$ cat src/rtl/ctl_out_pkg.sv
// Shared types and constants for the control output mode driver
package ctl_out_pkg;

   // Output modes of a control loop
   typedef enum logic [3:0] {
      time_prop_single,
      time_prop_complement,
      dual_time_prop,
      motor_feedback_mode,
      position_bump_mode,
      bang_bang_single,
      bang_bang_complement,
      bang_bang_dual,
      multi_resource_mode
   } ctl_mode_t;

   // Percent output in tenths of a percent, -1000 .. +1000
   typedef logic signed [10:0] pct_t;
   typedef logic signed [11:0] wide_t;
   typedef logic [9:0] duty_t;
   typedef logic [15:0] cyc_t;
   typedef logic [6:0] dband_t;

   typedef struct packed {
      logic ctl1;
      logic ctl2;
      logic event3;
   } switch_t;

   typedef struct packed {
      duty_t aout1;
      duty_t aout2;
   } analog_t;

   localparam pct_t PCT_FULL = 11'sh3E8;
   localparam pct_t ON_TH = 11'sh064;
   localparam pct_t OFF_TH = 11'sh014;
   localparam dband_t DB_MIN = 7'h02;
   localparam dband_t DB_MAX = 7'h64;

   // Cycle time runs in 1 ms ticks
   localparam int CLK_NS = 5;
   localparam int TICK_NS = 1000000;
   localparam int TICK_CYCLES_DFLT = TICK_NS / CLK_NS;
   localparam int PRE_W = 24;

   localparam ctl_mode_t MODE_RST = time_prop_single;
   localparam duty_t DUTY_RST = 10'h000;
   localparam dband_t DB_RST = 7'h02;

endpackage

$ cat src/rtl/control_output_mode_driver.sv
// Turns loop percent outputs into switch and analog drive
`timescale 1ns/100ps
module control_output_mode_driver
   import ctl_out_pkg::*;
#(
   parameter int unsigned TICK_CYCLES = TICK_CYCLES_DFLT
) (
   input wire logic sys_clk_in, // System clock, 200 MHz
   input wire logic nrst_in, // Async reset, active low
   input wire ctl_mode_t loop1_mode_in, // Requested loop one mode
   input wire ctl_mode_t loop2_mode_in, // Requested loop two mode
   input wire pct_t pct1_in, // Loop one percent output
   input wire pct_t pct2_in, // Loop two percent output
   input wire pct_t slide_pos_in, // Slidewire position 0..1000
   input wire dband_t deadband_sw_in, // Deadband switches, tenths
   input wire cyc_t cycle1_ms_in, // Loop one cycle time, ms
   input wire cyc_t cycle2_ms_in, // Loop two cycle time, ms
   output switch_t switch_out, // Output switches
   output analog_t analog_out, // Analog outputs, tenths of span
   output logic mode_refused_out, // Last mode request refused
   output logic loop2_analog_only_out // Loop two has no switch
);

   typedef struct packed {
      ctl_mode_t l1_mode;
      ctl_mode_t l2_mode;
      dband_t db_meta;
      dband_t db_sync;
      pct_t prev1;
      logic rev1;
      logic rev2;
      logic hy_fwd;
      logic hy_rev;
      logic mv_open;
      logic mv_close;
      logic refused;
      switch_t sw;
      analog_t ana;
   } state_t;

   state_t st_reg;
   state_t st_next;
   logic load1;
   logic load2;
   logic on1;
   logic on2;
   duty_t duty1;
   duty_t duty2;
   wide_t diff1;
   wide_t err;
   wide_t db;
   logic pp_full;
   logic pp_zero;
   logic dual2;
   logic l2_fwd;
   logic l2_rev;

   // Clamp a signed value into 0..full scale
   function automatic duty_t pos_part(input wide_t v);
      if (v <= 12'sh000) begin
         pos_part = '0;
      end else if (v >= 12'(PCT_FULL)) begin
         pos_part = duty_t'(PCT_FULL);
      end else begin
         pos_part = v[9:0];
      end
   endfunction

   function automatic duty_t mag(input wide_t v);
      mag = pos_part((v < 12'sh000) ? -v : v);
   endfunction

   // Loop one modes that leave a switch for loop two
   function automatic logic dual_form(input ctl_mode_t m);
      dual_form = (m == time_prop_single) || (m == bang_bang_single) ||
                  (m == time_prop_complement) || (m == bang_bang_complement);
   endfunction

   duty_slicer #(
      .TICK_CYCLES(TICK_CYCLES)
   ) slice1 (
      .sys_clk_in(sys_clk_in),
      .nrst_in(nrst_in),
      .cycle_ms_in(cycle1_ms_in),
      .duty_in(duty1),
      .load_out(load1),
      .on_out(on1)
   );

   duty_slicer #(
      .TICK_CYCLES(TICK_CYCLES)
   ) slice2 (
      .sys_clk_in(sys_clk_in),
      .nrst_in(nrst_in),
      .cycle_ms_in(cycle2_ms_in),
      .duty_in(duty2),
      .load_out(load2),
      .on_out(on2)
   );

   always_comb begin
      st_next = st_reg;

      // loop two may not take slidewire mode
      if (loop2_mode_in != motor_feedback_mode) begin
         st_next.l2_mode = loop2_mode_in;
      end
      // loop one may not take multi-resource
      if (loop1_mode_in != multi_resource_mode) begin
         st_next.l1_mode = loop1_mode_in;
      end
      st_next.refused = (loop1_mode_in == multi_resource_mode) ||
                        (loop2_mode_in == motor_feedback_mode);

      // Switches are asynchronous to the clock
      st_next.db_meta = deadband_sw_in;
      st_next.db_sync = st_reg.db_meta;
      if (st_reg.db_sync < DB_MIN) begin
         db = 12'(DB_MIN);
      end else if (st_reg.db_sync > DB_MAX) begin
         db = 12'(DB_MAX);
      end else begin
         db = 12'(st_reg.db_sync);
      end

      diff1 = 12'(pct1_in) - 12'(st_reg.prev1);
      pp_full = pct1_in >= PCT_FULL;
      pp_zero = pct1_in <= 11'sh000;

      unique case (st_reg.l1_mode)
         time_prop_single, time_prop_complement: duty1 = pos_part(12'(pct1_in));
         dual_time_prop: duty1 = mag(12'(pct1_in));
         position_bump_mode: duty1 = (pp_full || pp_zero) ? duty_t'(PCT_FULL) : mag(diff1);
         default: duty1 = '0;
      endcase
      duty2 = mag(12'(pct2_in));

      // direction and history at cycle start
      if (load1) begin
         st_next.prev1 = pct1_in;
         if (st_reg.l1_mode == position_bump_mode) begin
            st_next.rev1 = pp_zero || (!pp_full && diff1 < 12'sh000);
         end else begin
            st_next.rev1 = pct1_in < 11'sh000;
         end
      end
      if (load2) begin
         st_next.rev2 = pct2_in < 11'sh000;
      end

      if (pct1_in >= ON_TH) begin
         st_next.hy_fwd = 1'b1;
      end else if (pct1_in <= OFF_TH) begin
         st_next.hy_fwd = 1'b0;
      end
      if (pct1_in <= -ON_TH) begin
         st_next.hy_rev = 1'b1;
      end else if (pct1_in >= -OFF_TH) begin
         st_next.hy_rev = 1'b0;
      end

      err = 12'(pct1_in) - 12'(slide_pos_in);
      st_next.mv_open = err > db;
      st_next.mv_close = -err > db;

      // loop two dual with one switch
      dual2 = (st_reg.l2_mode == multi_resource_mode) && dual_form(st_reg.l1_mode);
      l2_fwd = dual2 && on2 && !st_reg.rev2;
      l2_rev = dual2 && on2 && st_reg.rev2;

      st_next.sw = '0;
      unique case (st_reg.l1_mode)
         // second switch lent to loop two
         time_prop_single: begin
            st_next.sw.ctl1 = on1;
            st_next.sw.ctl2 = l2_rev;
         end
         time_prop_complement: begin
            st_next.sw.ctl1 = on1;
            st_next.sw.ctl2 = !on1;
         end
         dual_time_prop, position_bump_mode: begin
            st_next.sw.ctl1 = on1 && !st_reg.rev1;
            st_next.sw.ctl2 = on1 && st_reg.rev1;
         end
         motor_feedback_mode: begin
            st_next.sw.ctl1 = st_reg.mv_open;
            st_next.sw.ctl2 = st_reg.mv_close && !st_reg.mv_open;
         end
         bang_bang_single: begin
            st_next.sw.ctl1 = st_reg.hy_fwd;
            st_next.sw.ctl2 = l2_rev;
         end
         bang_bang_complement: begin
            st_next.sw.ctl1 = st_reg.hy_fwd;
            st_next.sw.ctl2 = !st_reg.hy_fwd;
         end
         bang_bang_dual: begin
            st_next.sw.ctl1 = st_reg.hy_fwd;
            st_next.sw.ctl2 = st_reg.hy_rev;
         end
         default: st_next.sw = '0;
      endcase
      // event three is loop two forward
      if (st_reg.l1_mode == time_prop_complement || st_reg.l1_mode == bang_bang_complement) begin
         st_next.sw.event3 = l2_fwd;
      end

      st_next.ana.aout1 = pos_part(12'(pct2_in));
      st_next.ana.aout2 = dual2 ? pos_part(-12'(pct2_in)) : '0;
   end

   always_ff @(posedge sys_clk_in or negedge nrst_in) begin
      if (!nrst_in) begin
         st_reg <= '{l1_mode: MODE_RST, l2_mode: MODE_RST, db_meta: DB_RST,
                     db_sync: DB_RST, prev1: '0, rev1: 1'b0, rev2: 1'b0,
                     hy_fwd: 1'b0, hy_rev: 1'b0, mv_open: 1'b0, mv_close: 1'b0,
                     refused: 1'b0, sw: '0, ana: '0};
      end else begin
         st_reg <= st_next;
      end
   end

   assign switch_out = st_reg.sw;
   assign analog_out = st_reg.ana;
   assign mode_refused_out = st_reg.refused;
   // no switch for loop two beside a dual loop one
   assign loop2_analog_only_out = (st_reg.l2_mode == multi_resource_mode) &&
                                  !dual_form(st_reg.l1_mode);

   tp_single_a: assert property (
      @(posedge sys_clk_in) disable iff (!nrst_in)
      ($past(st_reg.l1_mode) == time_prop_single && $past(st_reg.l2_mode) != multi_resource_mode)
      |-> !switch_out.ctl2 && !switch_out.event3)
      else $error("single time-prop drove a second switch");

   tc_inverse_a: assert property (
      @(posedge sys_clk_in) disable iff (!nrst_in)
      $past(st_reg.l1_mode) == time_prop_complement |-> switch_out.ctl2 == !switch_out.ctl1)
      else $error("complement output not inverse");

   dual_excl_a: assert property (
      @(posedge sys_clk_in) disable iff (!nrst_in)
      !$past(dual_form(st_reg.l1_mode)) |-> !(switch_out.ctl1 && switch_out.ctl2))
      else $error("both direction outputs on");

   loop1_refuse_a: assert property (
      @(posedge sys_clk_in) disable iff (!nrst_in)
      loop1_mode_in == multi_resource_mode
      |=> st_reg.l1_mode == $past(st_reg.l1_mode) && mode_refused_out)
      else $error("loop one took multi-resource mode");

   loop2_refuse_a: assert property (
      @(posedge sys_clk_in) disable iff (!nrst_in)
      loop2_mode_in == motor_feedback_mode
      |=> st_reg.l2_mode == $past(st_reg.l2_mode) && mode_refused_out)
      else $error("loop two took slidewire mode");

   onoff_on_a: assert property (
      @(posedge sys_clk_in) disable iff (!nrst_in)
      (st_reg.l1_mode == bang_bang_single && pct1_in >= ON_TH) ##1
      (st_reg.l1_mode == bang_bang_single) |=> switch_out.ctl1)
      else $error("on/off did not turn on at threshold");

   onoff_hold_a: assert property (
      @(posedge sys_clk_in) disable iff (!nrst_in)
      (st_reg.hy_fwd && pct1_in > OFF_TH) |=> st_reg.hy_fwd)
      else $error("on/off dropped above turn-off level");

   rev_hyst_a: assert property (
      @(posedge sys_clk_in) disable iff (!nrst_in)
      (pct1_in <= -ON_TH |=> st_reg.hy_rev) and (pct1_in >= -OFF_TH |=> !st_reg.hy_rev))
      else $error("reverse on/off thresholds wrong");

   oc_inverse_a: assert property (
      @(posedge sys_clk_in) disable iff (!nrst_in)
      $past(st_reg.l1_mode) == bang_bang_complement |-> switch_out.ctl2 != switch_out.ctl1)
      else $error("complement on/off not inverse");

   motor_dead_a: assert property (
      @(posedge sys_clk_in) disable iff (!nrst_in)
      (st_reg.l1_mode == motor_feedback_mode && err <= db && -err <= db) ##1
      (st_reg.l1_mode == motor_feedback_mode) |=> (!switch_out.ctl1 && !switch_out.ctl2))
      else $error("motor driven inside deadband");

   mm_analog_a: assert property (
      @(posedge sys_clk_in) disable iff (!nrst_in)
      loop2_analog_only_out |=> !switch_out.event3 && analog_out.aout2 == '0)
      else $error("loop two got a switch beside a dual loop one");

endmodule

$ cat src/rtl/duty_slicer.sv
// Proportioning cycle timer that slices one cycle by a latched duty
`timescale 1ns/100ps
module duty_slicer
   import ctl_out_pkg::*;
#(
   parameter int unsigned TICK_CYCLES = TICK_CYCLES_DFLT
) (
   input wire logic sys_clk_in, // System clock
   input wire logic nrst_in, // Async reset, active low
   input wire cyc_t cycle_ms_in, // Cycle time in ms
   input wire duty_t duty_in, // Duty in tenths of percent
   output logic load_out, // Cycle start, duty taken
   output logic on_out // Sliced on-time
);

   typedef struct packed {
      logic [PRE_W-1:0] pre;
      cyc_t elapsed;
      duty_t duty;
      logic primed;
      logic on;
   } slice_t;

   slice_t st_reg;
   slice_t st_next;
   logic tick;
   logic last;
   logic [25:0] lhs;
   logic [25:0] rhs;

   always_comb begin
      st_next = st_reg;
      tick = (st_reg.pre == PRE_W'(TICK_CYCLES - 1));
      // Zero cycle time acts as one tick
      last = tick && ({1'b0, st_reg.elapsed} + 17'h00001 >= {1'b0, cycle_ms_in});
      load_out = !st_reg.primed || last;
      st_next.pre = tick ? '0 : st_reg.pre + 1'b1;
      if (load_out) begin
         st_next.pre = '0;
         st_next.elapsed = '0;
         st_next.duty = duty_in;
         st_next.primed = 1'b1;
      end else if (tick) begin
         st_next.elapsed = st_reg.elapsed + 16'h0001;
      end
      // on for duty share of cycle
      // Judged on the next state, so on-time and the latched direction share one edge
      lhs = 26'(st_next.elapsed) * 26'(PCT_FULL);
      rhs = 26'(st_next.duty) * 26'(cycle_ms_in);
      st_next.on = lhs < rhs;
   end

   always_ff @(posedge sys_clk_in or negedge nrst_in) begin
      if (!nrst_in) begin
         st_reg <= '{pre: '0, elapsed: '0, duty: DUTY_RST, primed: 1'b0, on: 1'b0};
      end else begin
         st_reg <= st_next;
      end
   end

   assign on_out = st_reg.on;

   duty_hold_a: assert property (
      @(posedge sys_clk_in) disable iff (!nrst_in)
      !load_out |=> st_reg.duty == $past(st_reg.duty))
      else $error("duty changed inside a cycle");

endmodule

$ cat config.mk
export PLATFORM = sky130hd
export DESIGN_NAME = control_output_mode_driver
export DESIGN_NICKNAME = d
export VERILOG_FILES = /design/src/rtl/ctl_out_pkg.sv /design/src/rtl/control_output_mode_driver.sv /design/src/rtl/duty_slicer.sv
export SDC_FILE = /design/constraint.sdc
export NUM_CORES = 2
export LEC_CHECK = 0
export ABC_AREA = 1
export BUFFER_PORTS_ARGS = -buffer_cell sky130_fd_sc_hd__buf_2
export CORE_MARGIN = 2
export CORE_UTILIZATION = 30
export CTS_CLUSTER_DIAMETER = 150
export DETAILED_ROUTE_END_ITERATION = 12
export GPL_ROUTABILITY_DRIVEN = 0
export PLACE_DENSITY = 0.51
export SYNTH_ARGS = -nofsm -noshare
export SYNTH_HDL_FRONTEND = slang
export SYNTH_SLANG_ARGS = --single-unit
export TNS_END_PERCENT = 5
$ cat constraint.sdc
create_clock -name sys_clk_in -period 13.5 [get_ports sys_clk_in]
set_input_delay 0 -clock sys_clk_in [delete_from_list [all_inputs] [get_ports sys_clk_in]]
set_output_delay 0 -clock sys_clk_in [all_outputs]
set_load 0.05 [all_outputs]
# After elaboration in Yosys (flattened, before gate mapping)
# Cells that the tools add are included.
# Widths: inputs -> output; s select.
classes:
  bitwise: 0
  reduce_logical: 34
  shift: 0
  n_eq_ne: 14
  mul: 4
  n_lt_le_gt_ge: 31
  muxes: 37
  n_addsub: 12
  div: 0
ops:
  columns: ["op", "count"]
  rows:
  - ["$mux 10", 14]
  - ["$mux 24", 4]
  - ["$mux 16", 4]
  - ["$lt 26x26->1", 2]
  - ["$mul 10x16->26", 2]
  - ["$add 24x1->24 const B", 2]
  - ["$eq 24x18->1 const B", 2]
  - ["$ge 12x11->1 const B", 4]
  - ["$le 12x1->1 const B", 4]
  - ["$mul 16x7->23 const B", 2]
  - ["$lt 11x1->1 const B", 4]
  - ["$mux 12", 3]
  - ["$add 16x1->17 const B", 2]
  - ["$ge 17x16->1", 2]
  - ["$ge 11x11->1 const B", 3]
  - ["$le 11x1->1 const B", 3]
  - ["$add 16x1->16 const B", 2]
  - ["$pmux 10 s3", 1]
  - ["$gt 12x12->1", 2]
  - ["$neg 11->12", 2]
  - ["$neg 12->12", 2]
  - ["$sub 11x11->12", 2]
  - ["$mux 11", 2]
  - ["$eq 4x3->1 const B", 4]
  - ["other kinds (21)", 58]
totals:
  reg_bits: 167
  latch_bits: 0
  romBits: 0
  ram_bits: 0
  mem_count: 0

# Depth between registers and ports, before layout
depth:
  ltp_word: 11
  ltp_mapped: 64

# Cells and area by module
# From an unflattened synthesis, not the netlist that was laid out.
unflattened:
  cells_unflattened: 3583
  area_unflattened_um2: 28371.0
by_module_without_submodules:
  columns: ["mod", "area_per_inst_um2", "instances", "cells_per_inst"]
  rows:
  - ["duty_slicer at slice1", 11295.8, 1, 1369]
  - ["duty_slicer at slice2", 11169.5, 1, 1332]
  - ["control_output_mode_driver", 5905.7, 1, 882]

# Worst setup path before layout
# OpenSTA, ideal clock, no wires.
synth_timing:
  kind: "flip-flop to flip-flop"
  startpoint: "register slice1.st_reg[12] (netlist bit)"
  endpoint: "register slice1.st_reg (netlist bit slice1.on_out)"
  period_less_slack_ps: 9103
  stages_incl_launch_ff: 60
  arrival_ps: 8975
  slack_ps: 4397
  n_path_buf: 1
  setup_ps: 128
  cell_sequence: "dfrtp_1 nand3_1 nor3_1 inv_1 nor2_1 inv_1 nor2_1 nand3_1 nor3_1 nand3_1 xor2_1 inv_1 ha_1 nand2_1 or4_1 o311ai_1 nand2_1 nand2_2 [... 24 more ...] nand2_1 nand2_1 nand2_1 nand2_1 nand2_1 nand2_1 nand2_1 nand2_1 nand2_1 xor2_1 ha_1 nand2_1 inv_1 nand3_1 nor4_1 inv_1 nor4_1 a21oi_1"
synth_lines:
  columns: ["item", "line_no", "source"]
  rows:
  - ["start, declared", "duty_slicer.sv:24", "slice_t st_reg;"]
  - ["start signal, assigned", "duty_slicer.sv:55", "st_reg <= '{pre: '0, elapsed: '0, duty: DUTY_RST, primed: 1'b0, on: 1'b0};"]
  - ["start signal, assigned", "duty_slicer.sv:57", "st_reg <= st_next;"]

==> results.yml <==
power:
  p_comb_share_pct: 75.9
  power_mw: 4.30
  seq_power_share_pct: 12.3
  power_switching_mw: 2.23
  vdd_drop_max_uv: 169
  pwr-share-clk_pct: 11.8
  sw_frac_of_total_pct: 51.9
  p_per_area_nw_per_um2: 145
  power.leakage_nw: 16.2
  internal-power_mw: 2.07
logic_synthesis:
  synth_top_area_cell: "fa_1"
  synthDistinctLibCells: 70
  yosysWarnings: 0
  synth-edff-count: 0
  synthArstFlopShare_pct: 100
  seq_area_frac_synth_pct: 15.6
  synth_area_leaders: "fa_1 (25%), ha_1 (16%), dfrtp_1 (15%), inv_1 (9.0%), nand2_1 (7.6%)"
  yosysTopAreaCellShare_pct: 24.6
  synth-seq-cells: 167
  netlist_instances: 3294
  synthFlopType: "dfrtp_1"
  syn_area_per_cell_sq_um: 8.15
  syn_area_sq_um: 26900
floorplanning:
  die_x_um: 303
  io_pins: 107
  design.die.area_sq_um: 91900
  die_h_um: 303
  start_util_pct: 30.3
  fp-row-count: 109
  fp.coreArea_sq_um: 88500
route:
  ant_nets: 0
  drt-initial-drc-count: 1142
  drc: 0
  routed_via_density: 4.66
  routedWlPerCell_um: 15.2
  wirelength_um: 69900
  dr.pass1.iters: 5
  num_vias: 21400
timing:
  finalSetupViolCount: 0
  hold_viol: 0
  whs_ps: 70.1
  finalCritPeriodShare_pct: 84.4
  tightest_slew_ps: 1050
  drv_slew: 0
  final.setup.tns_ps: 0
  min_period_ps: 11400
  rsz0062_at_grt: "false"
  final.setup_skew_ps: 14.5
  max_freq_ghz: 0.0877
  relSlewSlack_pct: 29.9
cts:
  ctsResizeCount: 0
  clockBufferDepth: 2
  numCtsBuffers: 17
  clk_pin_slew_ps: 80
  cts_sinks: 167
  cts.htree.levels: 4
  root_buffer: "clkbuf_16"
  clk_latency_ps: 470
  cts_tree: "done"
layout:
  final_common_cell: "inv_1"
  fin_area_sq_um: 29700
  syn2layout_area_growth_pct: 10.4
  layout.nets: 4179
  diodes: 0
  layout-drive-gt1-share_pct: 7.08
  fin_util_pct: 33.5
  final_cell_mix: "inv_1 (643), nand2_1 (547), ha_1 (348)"
critical_path:
  rrSetupSlack_ps: 2100
  r2r-start: "slice1.st_reg[12]$_DFF_PN0_"
  critPathArrivalTime_ps: 11750
  reg2reg_depth: 48
  crit_start: "slice1.st_reg[12]$_DFF_PN0_"
  crit_top_cell: "inv_1"
  rr_endpoint: "slice1.on_out$_DFF_PN0_"
  crit_type: "reg2reg"
  start_kind: "flop"
  crit_path_end_kind: "flop"
  slowest_stage: "nand2_2"
  cp_max_fo: 53
  endpoint: "slice1.on_out$_DFF_PN0_"
  slowest_delay_ps: 770
  cp_data_required_time_ps: 13850
grt:
  grt_max_degree: 78
  grt_pass1_vias: 21800
  grt_pass1_wl_um: 116000
  antenna_found_initial: 0
  grt.overflow.total: 0
  track_usage_pct: 15.9
placed_design:
  placed_cell_area_sq_um: 28500
  dp_hpwl_um: 57800
  io_buffers: 106
outcome:
  status: "finished, final reports clean"
min_path:
  hold_class: "in2async"
flow_run:
  cap_viol_max_count: 0
==> synth_stat cells (all sizes together), types with 7 or more instances <==
cell type and instances:
a211oi 23, nand2 563, xor2 104, o2111ai 7
clkbuf 18, o21bai 19, a21boi 12, nand3 96
a21oi 171, nand3b 7, o21ai 101, nand4 47
o31ai 7, xnor2 45, ha 348, nor4 22
inv 653, o21a 7, a21o 9, buf 55
or2 15, nor3 56, fa 330, nor2 335
dfrtp 165, a31oi 13, o211ai 15
==> cells by family after synthesis <==
family	count (synthesis)	synth area share (%)
AND/OR/NAND/NOR	1158	18.4
buffers and inverters	728	10.9
XOR/XNOR	149	4.89
other	1	0.0140
adder cells (fa/ha/maj)	678	40.8
flip-flops	167	15.6
multiplexers	2	0.0746
AO/OA/AOI/OAI	411	9.28
==> critical path, delay by kind of cell, from the launching register on <==
family | cells | cell delay [ps]
AND/OR/NAND/NOR | 20 | 3690
XOR/XNOR | 2 | 240
buffers and inverters | 8 | 740
adder cells (fa/ha/maj) | 8 | 3510
flip-flops | 1 | 410
AO/OA/AOI/OAI | 10 | 2680
==> per-stage QoR <==
stage	worst slack, ps	std cells
after floorplan	4400	3295
after global placement	2210	4515
after detailed placement	2140	4515
after CTS	2110	4596
after global routing	1140	4596
final	2100	4596
==> final cells by class <==
type | instances | area, sq um
clock inverter | 14 | 181
clock buffer | 17 | 425
sequential | 167 | 4180
tap | 1165 | 1460
multi-input combinational | 2400 | 19700
timing repair buffer | 178 | 1210
inverter | 655 | 2460
fill | 9322 | 58900
==> power groups by stage <==
stage	Combinational (mW)	Clock (mW)	Sequential, mW
final	3.26	0.509	0.527
after global routing	3.76	0.549	0.529
after floorplan	2.44	0	0.534
after detailed placement	3.26	0	0.536
after CTS	3.30	0.528	0.527
after global placement	3.24	0	0.536
==> per-layer routing <==
metal,up-vias,global-route usage [%],part of all wire (%)
met5,-,0,0
li1,10700,-,-
met3,50,2.34,4.3
met2,384,25.4,45
met1,10300,22.7,49
met4,0,3.26,1.4
==> repair_timing <==
action / 4_1_cts / 5_1_grt
buffers inserted: 0 / 0
setup endpoints to repair: 0 / 0
hold buffers: 50 / 0
endpoints found under the hold margin: 66 / 0
==> worst min-delay path by stage <==
| stage | end | slack [ps] |
|---|---|---|
| 3_3_place_gp | slice1.st_reg[8]$_DFF_PN0_ | -90 |
| 2_1_floorplan | analog_out[0]$_DFF_PN0_ | -300 |
| 5_1_grt | slice1.st_reg[8]$_DFF_PN0_ | 90 |
| 3_5_place_dp | slice1.st_reg[8]$_DFF_PN0_ | -80 |
| 4_1_cts | slice1.st_reg[8]$_DFF_PN0_ | 60 |
| 6_report | slice1.st_reg[8]$_DFF_PN0_ | 70 |
Note: power is estimated with default switching activity, not from simulation.
